--- src/hdl/csi_pkg.sv ---
// constants shared by the channel serial input and synchronisation block
package csi_pkg;
   localparam int          NUM_CH         = 4;
   localparam int          WORD_BITS      = 16;
   localparam int          ADDR_W         = 9;
   localparam int          DATA_W         = 16;
   // per-channel register offsets, channel number in address bits 7:6
   localparam logic [5:0]  REG_FIFO_DEPTH = 6'h01;
   localparam logic [5:0]  REG_PP_DATA    = 6'h02;
   localparam logic [5:0]  REG_NCO_INC    = 6'h03;
   localparam logic [5:0]  REG_TXG_ON_A   = 6'h04;
   localparam logic [5:0]  REG_TXG_ON_B   = 6'h05;
   localparam logic [5:0]  REG_TXG_PERIOD = 6'h06;
   localparam logic [5:0]  REG_STROBE_SEL = 6'h07;
   localparam logic [5:0]  REG_TXG_CYCLES = 6'h08;
   localparam logic [5:0]  REG_UPD_MASK   = 6'h09;
   localparam logic [5:0]  REG_RX_I       = 6'h0a;
   localparam logic [5:0]  REG_RX_Q       = 6'h0b;
   localparam logic [5:0]  REG_CTRL       = 6'h0c;
   localparam logic [5:0]  REG_CH_STATUS  = 6'h0d;
   localparam logic [5:0]  REG_SER_CTRL   = 6'h11;
   localparam logic [5:0]  REG_SHUTOFF    = 6'h17;
   // global registers, address bit 8 set
   localparam logic [5:0]  REG_IRQ_STATUS = 6'h00;
   localparam logic [5:0]  REG_IRQ_MASK   = 6'h01;
   // control word bits
   localparam int          CTRL_PP_MODE   = 0;
   localparam int          CTRL_FLUSH     = 2;
   localparam int          CTRL_REQ_HOLD  = 3;
   localparam int          CTRL_TXGEN     = 4;
   localparam int          CTRL_ROUTE     = 11;
   // serial control bits
   localparam int          SER_DIV_LSB    = 0;
   localparam int          SER_RATE_32X   = 5;
   localparam int          SER_POL_SCLK   = 8;
   localparam int          SER_POL_STROBE = 9;
   localparam int          SER_POL_GATE   = 10;
   localparam int          SER_POL_UPD    = 11;
   localparam int          SER_EPOCH      = 14;
   localparam int          SHUTOFF_BIT    = 15;
   localparam int          UPD_MASK_DIV   = 0;
   localparam int          UPD_MASK_NCO   = 1;
   localparam int          NCO_32X_SHIFT  = 5;
   // strobe pin selector codes
   localparam logic [1:0]  SEL_FRAME      = 2'h0;
   localparam logic [1:0]  SEL_FIFO       = 2'h1;
   localparam logic [1:0]  SEL_UPDATE     = 2'h2;
   localparam logic [1:0]  SEL_GATE       = 2'h3;
   // reset values and counts
   localparam logic [15:0] RST_WORD       = 16'h0000;
   localparam logic [15:0] RST_FIFO_DEPTH = 16'h0008;
   localparam int          EPOCH_LEAD     = 6;
   localparam int          EPOCH_LEN_DEF  = 64;
   localparam int          FIFO_WORDS_DEF = 16;
endpackage

--- src/hdl/csi_chan_if.sv ---
// link between the channel timing logic and the serial word receiver
`timescale 1ns/1ps
`default_nettype none
interface csi_chan_if;
   logic        bit_tick;
   logic        serial_bit;
   logic        req_en;
   logic        clear;
   logic        frame;
   logic        word_done;
   logic [15:0] i_word;
   logic [15:0] q_word;
   modport rx  (input bit_tick, serial_bit, req_en, clear,
                output frame, word_done, i_word, q_word);
   modport ctl (output bit_tick, serial_bit, req_en, clear,
                input frame, word_done, i_word, q_word);
endinterface
`default_nettype wire

--- src/hdl/csi_serial_rx.sv ---
// serial word receiver: frame strobe, then 16 bits of i and 16 of q, msb first
`timescale 1ns/1ps
`default_nettype none
module csi_serial_rx (
   // clock and reset
   input  wire logic clk,
   input  wire logic rst_n,
   input  wire logic ce,
   // link to channel timing
   csi_chan_if.rx    lnk
);
   typedef enum logic [1:0] {CSI_IDLE, CSI_FRAME, CSI_SHIFT} csi_rx_state_t;

   csi_rx_state_t state;
   logic [4:0]    bit_cnt;
   logic [31:0]   shreg;

   // strobe stands for exactly one serial clock period before the first bit
   always_ff @(posedge clk or negedge rst_n) begin
      if (!rst_n) begin
         state <= CSI_IDLE;
         bit_cnt <= 5'h0;
      end else if (ce) begin
         if (lnk.clear) begin
            state <= CSI_IDLE;
            bit_cnt <= 5'h0;
         end else if (lnk.bit_tick) begin
            unique case (state)
               CSI_IDLE: begin
                  if (lnk.req_en) begin
                     state <= CSI_FRAME;
                  end
               end
               CSI_FRAME: begin
                  state <= CSI_SHIFT;
                  bit_cnt <= 5'h0;
               end
               CSI_SHIFT: begin
                  bit_cnt <= bit_cnt + 5'h1;
                  if (bit_cnt == 5'h1f) begin
                     state <= lnk.req_en ? CSI_FRAME : CSI_IDLE;
                  end
               end
            endcase
         end
      end
   end

   assign lnk.frame = (state == CSI_FRAME);

   // msb first shift on each serial clock rising tick
   always_ff @(posedge clk or negedge rst_n) begin
      if (!rst_n) begin
         shreg <= 32'h0000_0000;
      end else if (ce) begin
         if (lnk.clear) begin
            shreg <= 32'h0000_0000;
         end else if (lnk.bit_tick && state == CSI_SHIFT) begin
            shreg <= {shreg[30:0], lnk.serial_bit};
         end
      end
   end

   always_ff @(posedge clk or negedge rst_n) begin
      if (!rst_n) begin
         lnk.word_done <= 1'b0;
         lnk.i_word <= csi_pkg::RST_WORD;
         lnk.q_word <= csi_pkg::RST_WORD;
      end else if (ce) begin
         lnk.word_done <= 1'b0;
         if (lnk.clear) begin
            lnk.i_word <= csi_pkg::RST_WORD;
            lnk.q_word <= csi_pkg::RST_WORD;
         end else if (lnk.bit_tick && state == CSI_SHIFT && bit_cnt == 5'h1f) begin
            lnk.i_word <= shreg[30:15];
            lnk.q_word <= {shreg[14:0], lnk.serial_bit};
            lnk.word_done <= 1'b1;
         end
      end
   end
endmodule
`default_nettype wire

--- src/hdl/csi_top.sv ---
// four-channel serial input, serial/sample clock and strobe pin control
// Functional notes
// - each serial input carries i then q, msb first, sampled at the serial clock rising edge.
// - the clock pin is the serial shift clock in serial mode and the sample clock in port mode.
// - the serial clock is the master clock divided by 1 to 32 or 32 times the sample clock.
// - the sample clock comes from the sample nco near 50 percent duty, sample on its fall.
// - with routing bit 11 of 0x0c clear the strobe is frame or fifo ready, else the selector rules.
// - selector 10 puts the internal update on the strobe pin, 11 the internal transmit gate.
// - bit 14 of 0x11 swaps the frame strobe for an epoch pulse six clocks before divider carry.
// - in port mode fifo ready is high while the fifo pointer is below the programmed depth.
// - transmit gate assertion clears data, loads selected config and flushes if bit 2 of 0x0c.
// - with the gate deasserted no new word is requested unless bit 3 of 0x0c is set.
// - the gate may be made inside with two duty settings alternating after a cycle count.
// - an update loads each selected config register only where its update mask bit is set.
// - clock, strobe, gate input and update input each have a per-channel polarity.
// - bit 15 of 0x17 stops serial clock and frame strobe while the gate is deasserted.
// - the frame strobe goes to the source to start each serial word transfer.
//
// The register offsets and the plain strobed port were decided locally.
`timescale 1ns/1ps
`default_nettype none
module csi_top #(
   parameter int EPOCH_LEN  = csi_pkg::EPOCH_LEN_DEF,
   parameter int FIFO_WORDS = csi_pkg::FIFO_WORDS_DEF
) (
   // clock, reset, enable
   input  wire logic                        clk,
   input  wire logic                        rst_n,
   input  wire logic                        ce,
   // register port
   input  wire logic [csi_pkg::ADDR_W-1:0]  reg_addr,
   input  wire logic [csi_pkg::DATA_W-1:0]  reg_wdata,
   input  wire logic                        reg_wr,
   input  wire logic                        reg_rd,
   output var  logic [csi_pkg::DATA_W-1:0]  reg_rdata,
   // channel pins
   input  wire logic [csi_pkg::NUM_CH-1:0]  serial_in_x,
   input  wire logic [csi_pkg::NUM_CH-1:0]  transmit_gate_x,
   input  wire logic [csi_pkg::NUM_CH-1:0]  config_update_x,
   output var  logic [csi_pkg::NUM_CH-1:0]  serial_clock_out_x,
   output var  logic [csi_pkg::NUM_CH-1:0]  channel_strobe_out_x,
   // interrupt
   output var  logic                        irq
);
   localparam int NC = csi_pkg::NUM_CH;
   localparam logic [7:0] EP_LAST = 8'(EPOCH_LEN - 1);
   localparam logic [7:0] EP_PRE  = 8'(EPOCH_LEN - 1 - csi_pkg::EPOCH_LEAD);
   localparam logic [7:0] FIFO_MAX = 8'(FIFO_WORDS);

   function automatic logic hit(input logic [8:0] a, input logic [1:0] ch,
                                input logic [5:0] off);
      hit = !a[8] && a[7:6] == ch && a[5:0] == off;
   endfunction

   function automatic logic ghit(input logic [8:0] a, input logic [5:0] off);
      ghit = a[8] && a[7:6] == 2'h0 && a[5:0] == off;
   endfunction

   logic          rst_q1_n;
   logic          rst_sync_n;
   logic [7:0]    ep_cnt;
   logic          epoch_pulse;
   logic [15:0]   ch_rd  [NC];
   logic [NC-1:0] ev_word;
   logic [NC-1:0] ev_gate;
   logic [7:0]    irq_status;
   logic [7:0]    irq_mask;

   // reset release through two flops
   always_ff @(posedge clk or negedge rst_n) begin
      if (!rst_n) begin
         rst_q1_n <= 1'b0;
         rst_sync_n <= 1'b0;
      end else begin
         rst_q1_n <= 1'b1;
         rst_sync_n <= rst_q1_n;
      end
   end

   // fixed integer divider with an early pre-carry for other devices
   always_ff @(posedge clk or negedge rst_sync_n) begin
      if (!rst_sync_n) begin
         ep_cnt <= 8'h00;
         epoch_pulse <= 1'b0;
      end else if (ce) begin
         ep_cnt <= (ep_cnt == EP_LAST) ? 8'h00 : ep_cnt + 8'h01;
         epoch_pulse <= (ep_cnt == EP_PRE);
      end
   end

   for (genvar c = 0; c < NC; c++) begin : gen_ch
      csi_chan_if lnk ();
      logic [15:0] ctrl, ser_ctrl, nco_shadow, nco_act, fifo_depth, shutoff;
      logic [15:0] txg_on_a, txg_on_b, txg_period, txg_cycles;
      logic [5:0]  div_act;
      logic [1:0]  strobe_sel, upd_mask;
      logic [15:0] tg_cnt, tg_cyc;
      logic        tg_phase_b, gate_int, gate_q, upd_q;
      logic        gate, upd_lvl, gate_rise, upd_rise, load_cfg, flush;
      logic [4:0]  div_cnt;
      logic [15:0] acc, acc32;
      logic        samp_q, s32_q;
      logic [7:0]  fifo_ptr;
      logic        fifo_ready, pp_mode, stop, sclk_lvl, bit_tick, frame_src, strobe_src;
      logic [5:0]  half;

      // register writes
      always_ff @(posedge clk or negedge rst_sync_n) begin
         if (!rst_sync_n) begin
            ctrl <= csi_pkg::RST_WORD;
            ser_ctrl <= csi_pkg::RST_WORD;
            nco_shadow <= csi_pkg::RST_WORD;
            fifo_depth <= csi_pkg::RST_FIFO_DEPTH;
            shutoff <= csi_pkg::RST_WORD;
            txg_on_a <= csi_pkg::RST_WORD;
            txg_on_b <= csi_pkg::RST_WORD;
            txg_period <= csi_pkg::RST_WORD;
            txg_cycles <= csi_pkg::RST_WORD;
            strobe_sel <= csi_pkg::SEL_FRAME;
            upd_mask <= 2'h0;
         end else if (ce && reg_wr) begin
            if (hit(reg_addr, 2'(c), csi_pkg::REG_CTRL)) ctrl <= reg_wdata;
            if (hit(reg_addr, 2'(c), csi_pkg::REG_SER_CTRL)) ser_ctrl <= reg_wdata;
            if (hit(reg_addr, 2'(c), csi_pkg::REG_NCO_INC)) nco_shadow <= reg_wdata;
            if (hit(reg_addr, 2'(c), csi_pkg::REG_FIFO_DEPTH)) fifo_depth <= reg_wdata;
            if (hit(reg_addr, 2'(c), csi_pkg::REG_SHUTOFF)) shutoff <= reg_wdata;
            if (hit(reg_addr, 2'(c), csi_pkg::REG_TXG_ON_A)) txg_on_a <= reg_wdata;
            if (hit(reg_addr, 2'(c), csi_pkg::REG_TXG_ON_B)) txg_on_b <= reg_wdata;
            if (hit(reg_addr, 2'(c), csi_pkg::REG_TXG_PERIOD)) txg_period <= reg_wdata;
            if (hit(reg_addr, 2'(c), csi_pkg::REG_TXG_CYCLES)) txg_cycles <= reg_wdata;
            if (hit(reg_addr, 2'(c), csi_pkg::REG_STROBE_SEL)) strobe_sel <= reg_wdata[1:0];
            if (hit(reg_addr, 2'(c), csi_pkg::REG_UPD_MASK)) upd_mask <= reg_wdata[1:0];
         end
      end

      // internal gate: two on-times alternating every txg_cycles+1 periods
      always_ff @(posedge clk or negedge rst_sync_n) begin
         if (!rst_sync_n) begin
            tg_cnt <= 16'h0000;
            tg_cyc <= 16'h0000;
            tg_phase_b <= 1'b0;
            gate_int <= 1'b0;
         end else if (ce) begin
            gate_int <= tg_cnt < (tg_phase_b ? txg_on_b : txg_on_a);
            if (tg_cnt >= txg_period) begin
               tg_cnt <= 16'h0000;
               if (tg_cyc >= txg_cycles) begin
                  tg_cyc <= 16'h0000;
                  tg_phase_b <= !tg_phase_b;
               end else begin
                  tg_cyc <= tg_cyc + 16'h0001;
               end
            end else begin
               tg_cnt <= tg_cnt + 16'h0001;
            end
         end
      end

      assign pp_mode = ctrl[csi_pkg::CTRL_PP_MODE];
      assign gate = ctrl[csi_pkg::CTRL_TXGEN] ? gate_int
                  : transmit_gate_x[c] ^ ser_ctrl[csi_pkg::SER_POL_GATE];
      assign upd_lvl = config_update_x[c] ^ ser_ctrl[csi_pkg::SER_POL_UPD];
      assign gate_rise = gate && !gate_q;
      assign upd_rise = upd_lvl && !upd_q;
      assign load_cfg = gate_rise || upd_rise;
      assign flush = gate_rise && ctrl[csi_pkg::CTRL_FLUSH];
      assign stop = shutoff[csi_pkg::SHUTOFF_BIT] && !gate;

      always_ff @(posedge clk or negedge rst_sync_n) begin
         if (!rst_sync_n) begin
            gate_q <= 1'b0;
            upd_q <= 1'b0;
         end else if (ce) begin
            gate_q <= gate;
            upd_q <= upd_lvl;
         end
      end

      // working config taken from shadows on gate or update, per mask bit
      always_ff @(posedge clk or negedge rst_sync_n) begin
         if (!rst_sync_n) begin
            div_act <= 6'h00;
            nco_act <= csi_pkg::RST_WORD;
         end else if (ce && load_cfg) begin
            if (upd_mask[csi_pkg::UPD_MASK_DIV]) div_act <= ser_ctrl[5:0];
            if (upd_mask[csi_pkg::UPD_MASK_NCO]) nco_act <= nco_shadow;
         end
      end

      // integer divider: period div_act[4:0]+1 clocks, high for the first half
      assign half = 6'((7'(div_act[4:0]) + 7'h02) >> 1);
      always_ff @(posedge clk or negedge rst_sync_n) begin
         if (!rst_sync_n) begin
            div_cnt <= 5'h00;
         end else if (ce) begin
            if (flush || div_cnt >= div_act[4:0]) begin
               div_cnt <= 5'h00;
            end else begin
               div_cnt <= div_cnt + 5'h01;
            end
         end
      end

      // sample rate nco and its 32x companion
      always_ff @(posedge clk or negedge rst_sync_n) begin
         if (!rst_sync_n) begin
            acc <= 16'h0000;
            acc32 <= 16'h0000;
            samp_q <= 1'b0;
            s32_q <= 1'b0;
         end else if (ce) begin
            if (flush) begin
               acc <= 16'h0000;
               acc32 <= 16'h0000;
            end else begin
               acc <= acc + nco_act;
               acc32 <= acc32 + 16'(nco_act << csi_pkg::NCO_32X_SHIFT);
            end
            samp_q <= acc[15];
            s32_q <= acc32[15];
         end
      end

      assign sclk_lvl = div_act[csi_pkg::SER_RATE_32X] ? acc32[15]
                      : (6'(div_cnt) < half);
      assign bit_tick = !pp_mode && !stop && (div_act[csi_pkg::SER_RATE_32X]
                      ? (acc32[15] && !s32_q) : (div_cnt == 5'h00));

      // fifo pointer: port writes fill, sample clock falls drain
      always_ff @(posedge clk or negedge rst_sync_n) begin
         if (!rst_sync_n) begin
            fifo_ptr <= 8'h00;
         end else if (ce) begin
            if (gate_rise) begin
               fifo_ptr <= 8'h00;
            end else begin
               case ({reg_wr && hit(reg_addr, 2'(c), csi_pkg::REG_PP_DATA) &&
                      fifo_ptr < FIFO_MAX,
                      pp_mode && samp_q && !acc[15] && fifo_ptr != 8'h00})
                  2'b10: fifo_ptr <= fifo_ptr + 8'h01;
                  2'b01: fifo_ptr <= fifo_ptr - 8'h01;
                  default: fifo_ptr <= fifo_ptr;
               endcase
            end
         end
      end
      assign fifo_ready = 16'(fifo_ptr) < fifo_depth;

      assign lnk.bit_tick = bit_tick;
      assign lnk.serial_bit = serial_in_x[c];
      assign lnk.req_en = gate || ctrl[csi_pkg::CTRL_REQ_HOLD];
      assign lnk.clear = gate_rise;

      csi_serial_rx u_rx (
         .clk   (clk),
         .rst_n (rst_sync_n),
         .ce    (ce),
         .lnk   (lnk.rx)
      );

      // strobe source selection
      assign frame_src = stop ? 1'b0 : (ser_ctrl[csi_pkg::SER_EPOCH] ? epoch_pulse
                       : lnk.frame);
      always_comb begin
         strobe_src = pp_mode ? fifo_ready : frame_src;
         if (ctrl[csi_pkg::CTRL_ROUTE]) begin
            unique case (strobe_sel)
               csi_pkg::SEL_FRAME:  strobe_src = frame_src;
               csi_pkg::SEL_FIFO:   strobe_src = fifo_ready;
               csi_pkg::SEL_UPDATE: strobe_src = upd_lvl;
               csi_pkg::SEL_GATE:   strobe_src = gate;
            endcase
         end
      end

      always_ff @(posedge clk or negedge rst_sync_n) begin
         if (!rst_sync_n) begin
            serial_clock_out_x[c] <= 1'b0;
            channel_strobe_out_x[c] <= 1'b0;
         end else if (ce) begin
            serial_clock_out_x[c] <= (pp_mode ? acc[15] : (!stop && sclk_lvl))
                                     ^ ser_ctrl[csi_pkg::SER_POL_SCLK];
            channel_strobe_out_x[c] <= strobe_src
                                     ^ ser_ctrl[csi_pkg::SER_POL_STROBE];
         end
      end

      assign ev_word[c] = lnk.word_done;
      assign ev_gate[c] = gate_rise;

      always_comb begin
         unique case (reg_addr[5:0])
            csi_pkg::REG_CTRL:       ch_rd[c] = ctrl;
            csi_pkg::REG_SER_CTRL:   ch_rd[c] = ser_ctrl;
            csi_pkg::REG_NCO_INC:    ch_rd[c] = nco_shadow;
            csi_pkg::REG_FIFO_DEPTH: ch_rd[c] = fifo_depth;
            csi_pkg::REG_SHUTOFF:    ch_rd[c] = shutoff;
            csi_pkg::REG_TXG_ON_A:   ch_rd[c] = txg_on_a;
            csi_pkg::REG_TXG_ON_B:   ch_rd[c] = txg_on_b;
            csi_pkg::REG_TXG_PERIOD: ch_rd[c] = txg_period;
            csi_pkg::REG_TXG_CYCLES: ch_rd[c] = txg_cycles;
            csi_pkg::REG_STROBE_SEL: ch_rd[c] = {14'h0000, strobe_sel};
            csi_pkg::REG_UPD_MASK:   ch_rd[c] = {14'h0000, upd_mask};
            csi_pkg::REG_RX_I:       ch_rd[c] = lnk.i_word;
            csi_pkg::REG_RX_Q:       ch_rd[c] = lnk.q_word;
            csi_pkg::REG_CH_STATUS:  ch_rd[c] = {4'h0, gate, fifo_ready, div_act, fifo_ptr[3:0]};
            default:                 ch_rd[c] = 16'h0000;
         endcase
      end
   end

   // sticky events, write one to clear, a new event wins over the clear
   always_ff @(posedge clk or negedge rst_sync_n) begin
      if (!rst_sync_n) begin
         irq_status <= 8'h00;
         irq_mask <= 8'h00;
      end else if (ce) begin
         irq_status <= (irq_status & ~((reg_wr && ghit(reg_addr, csi_pkg::REG_IRQ_STATUS))
                       ? reg_wdata[7:0] : 8'h00)) | {ev_gate, ev_word};
         if (reg_wr && ghit(reg_addr, csi_pkg::REG_IRQ_MASK)) irq_mask <= reg_wdata[7:0];
      end
   end

   always_ff @(posedge clk or negedge rst_sync_n) begin
      if (!rst_sync_n) begin
         irq <= 1'b0;
      end else if (ce) begin
         irq <= |(irq_status & irq_mask);
      end
   end

   // read data in the cycle after the strobe, zero elsewhere
   always_ff @(posedge clk or negedge rst_sync_n) begin
      if (!rst_sync_n) begin
         reg_rdata <= 16'h0000;
      end else if (ce) begin
         if (!reg_rd) begin
            reg_rdata <= 16'h0000;
         end else if (!reg_addr[8]) begin
            reg_rdata <= ch_rd[reg_addr[7:6]];
         end else if (ghit(reg_addr, csi_pkg::REG_IRQ_STATUS)) begin
            reg_rdata <= {8'h00, irq_status};
         end else if (ghit(reg_addr, csi_pkg::REG_IRQ_MASK)) begin
            reg_rdata <= {8'h00, irq_mask};
         end else begin
            reg_rdata <= 16'h0000;
         end
      end
   end
endmodule
`default_nettype wire

--- config.mk ---
export PLATFORM = sky130hd
export DESIGN_NAME = csi_top
export DESIGN_NICKNAME = d
export VERILOG_FILES = /design/src/hdl/csi_pkg.sv /design/src/hdl/csi_chan_if.sv /design/src/hdl/csi_serial_rx.sv /design/src/hdl/csi_top.sv
export SDC_FILE = /design/constraint.sdc
export NUM_CORES = 2
export LEC_CHECK = 0
export BUFFER_PORTS_ARGS = -buffer_cell sky130_fd_sc_hd__buf_2
export CORE_ASPECT_RATIO = 0.9
export CORE_MARGIN = 5
export CORE_UTILIZATION = 45
export CTS_CLUSTER_DIAMETER = 100
export CTS_CLUSTER_SIZE = 14
export DETAILED_ROUTE_END_ITERATION = 16
export GPL_ROUTABILITY_DRIVEN = 0
export PLACE_DENSITY = 0.61
export SLEW_MARGIN = 20
export SYNTH_ARGS = -nofsm -noshare
export SYNTH_HDL_FRONTEND = slang
export SYNTH_SLANG_ARGS = --single-unit
--- constraint.sdc ---
create_clock -name clk -period 46.2 [get_ports clk]
set_input_delay 6.93 -clock clk [delete_from_list [all_inputs] [get_ports clk]]
set_output_delay 6.93 -clock clk [all_outputs]
set_load 0.02 [all_outputs]
==> impl_metrics.yaml <==
critical_path:
  cp.arrival_ns: 11.01
  reg2reg_depth: 12
  crit_fanout: 20
  crit_required_ns: 46.83
  crit_type: "input port to flop"
  reg2reg_to: "gen_ch[1].fifo_ptr[7]"
  r2r_start: "gen_ch[1].fifo_ptr[4]"
  r2r_setup_slack_ns: 42.21
  worstSetupEndpointType: "flop"
  cp-start-kind: "input port"
synthesis:
  async_reset_ff_frac: 1.00
  ys_warn_count: 0
  ys_ff_latch: 1328
  synthCells: 6451
  synth_nets: 6912
  synth_area_per_cell_um2: 10.7
  ys.flop_type: "dfrtp_1"
  ys_seq_area_frac: 0.480
  synth_edf_count: 0
  synth.cell_area_um2: 69200
  ys_types: 81
routing:
  route.detailed.drc: 0
  ant_nets: 0
  first_pass_iters: 9
  vias: 52500
  viasPerCell: 6.24
  wirelength_um: 221000
  dr.first_iter.drc_count: 6553
  wire_per_inst_um: 26.3
cts:
  clock_latency_ns: 0.77
  cts_buffers: 105
  cts.sinks: 1328
  postCtsResizedCells: 0
  root_buffer: "clkbuf_16"
  hold_buffers: 0
  cts_max_level: 3
  clk_path_buf_depth: 3
  cts_tree: "done"
  clkTransAtPathRegs_ns: 0.08
  cts_setup_buffers: 0
global_route:
  grt_pass1_vias: 50200
  grt_usage: 0.268
  overflow: 0
  grt_pass1_wl_um: 332000
  grt_max_degree: 188
  antenna_found_initial: 21
pwr:
  power_leakage_nw: 35.5
  vdd_drop_max_uv: 31.7
  powerDensity_nw_per_um2: 32.3
floorplanning:
  die_w_um: 423
  core_area_um2: 153000
  start_util: 0.453
  core.rowCount: 136
  dieArea_um2: 162000
  io_pins: 67
  die_h_um: 382
layout:
  layout-drive-gt1-share: 0.155
  nFillCells: 13800
  layout_commonest_cell: "dfrtp_1"
  area_delta_synth_final_pct: 7.67
  largest_reg_flops: 124
  design_area_um2: 74500
  mostFrequentLayoutCells: "1323 x dfrtp_1, 629 x mux2_2, 588 x nand2_1"
  top_register: "gen_ch.u_rx.shreg"
  fin_nets: 6823
sta:
  fmax_mhz: 96.3
  finalMaxSlewViolations: 0
  finClkSkew_ns: 0.0444
  fin_crit_sh: 0.225
  min_period_ns: 10.38
  tightest_slew_ns: 1.18
  fin_hold_ws_ns: 0.354
  setup_violations: 0
  layout_setup_ws_ns: 35.82
  grt_setup_unrepaired: "no"
  final_hold_viol_count: 0
  slew_headroom: 0.212
  tns_ns: 0
hold_path:
  hold_depth: 0
  min_to: "rst_sync_n"
  hp-class: "flop to flop"
  hp-start: "rst_q1_n"
place:
  io_buffer_count: 66
  pre_cts_slack_ns: 35.16
  hpwl_um: 149000
  dpl-instance-area_um2: 71600
outcome:
  status: "complete, no violations"
flow_run:
  drv_cap: 0
metrics by stage:
stage / power (mW) / utilization / cells
floorplan: 1.47 / - / 6451
detailed placement: 1.57 / 0.468 / 8255
CTS: 2.42 / 0.487 / 8404
finish: 2.41 / 0.488 / 8415
global placement: 1.56 / 0.468 / 8255
global route: 2.51 / 0.487 / 8409
critical path, cell delays in order:
cell	delay [ns]
buf_2	0.41
nor2b_1	0.33
nand4_1	0.41
or4b_2	0.77
ha_1	0.34
ha_1	0.32
a21o_1	0.16
a21oi_1	0.21
nor2b_1	0.08
o21a_1	0.18
o41ai_1	0.31
xnor2_1	0.19
a21oi_1	0.09
o21ai_0	0.15
o31ai_1	0.10
cell families after synthesis:
| group | after synthesis | synth area share |
|---|---|---|
| xor+xnor | 199 | 0.0252 |
| buf+inv | 658 | 0.0376 |
| mux | 721 | 0.116 |
| flops | 1328 | 0.480 |
| compound gates | 1669 | 0.164 |
| fa+ha+maj | 419 | 0.0771 |
| other cells | 1 | 0.0000542 |
| simple gates | 1456 | 0.0993 |
power breakdown:
group,switching (mW),internal (mW),total (mW)
registers,0.0667,1.21,1.28
clock network,0.433,0.421,0.854
logic,0.179,0.0952,0.275
layer usage:
metal	global-route usage	wire length [um]	up-vias
met1	0.385	96200	26400
met2	0.394	94700	2247
met3	0.0635	20600	492
met4	0.0980	9390	8
met5	0	49	-
li1	-	-	23300
final cells by class:
cell class	instances	area [um^2]	area share
flip-flops and latches	1328	33200	0.446
repair buffers	179	1250	0.0168
well taps	2001	2500	0.0336
diodes	10	25.0	0.000336
multi-input cells	4465	33500	0.450
inverters	283	1070	0.0143
clock buffers	141	2760	0.0371
clock inverters	8	128	0.00171
worst max-delay path by stage:
stage	cells after the start	slack (ns)	from	endpoint
floorplan	0	6.45	rst_sync_n	channel_strobe_out_x[0]
global placement	15	35.12	reg_addr[5]	gen_ch[3].fifo_ptr[7]
detailed placement	15	35.16	reg_addr[1]	gen_ch[3].fifo_ptr[7]
CTS	15	35.95	reg_addr[1]	gen_ch[3].fifo_ptr[7]
global route	15	35.63	reg_addr[1]	gen_ch[3].fifo_ptr[7]
finish	15	35.82	reg_addr[1]	gen_ch[3].fifo_ptr[7]
synthesized netlist by cell type, drive strengths merged, types with 103 or more instances:
master  number  area (um^2)
dfrtp     1324        33100
mux2       629         7080
nand2      589         2210
o21ai      516         2580
ha         407         5090
inv        282         1060
clkbuf     256          961
nor2       246          931
a22o       241         2110
a21oi      204         1020
a22oi      179         1340
nand3      157          786
xnor2      125         1090
buf        119          576
a21o       103          773
No activity file was read; power rests on OpenSTA's default activity.
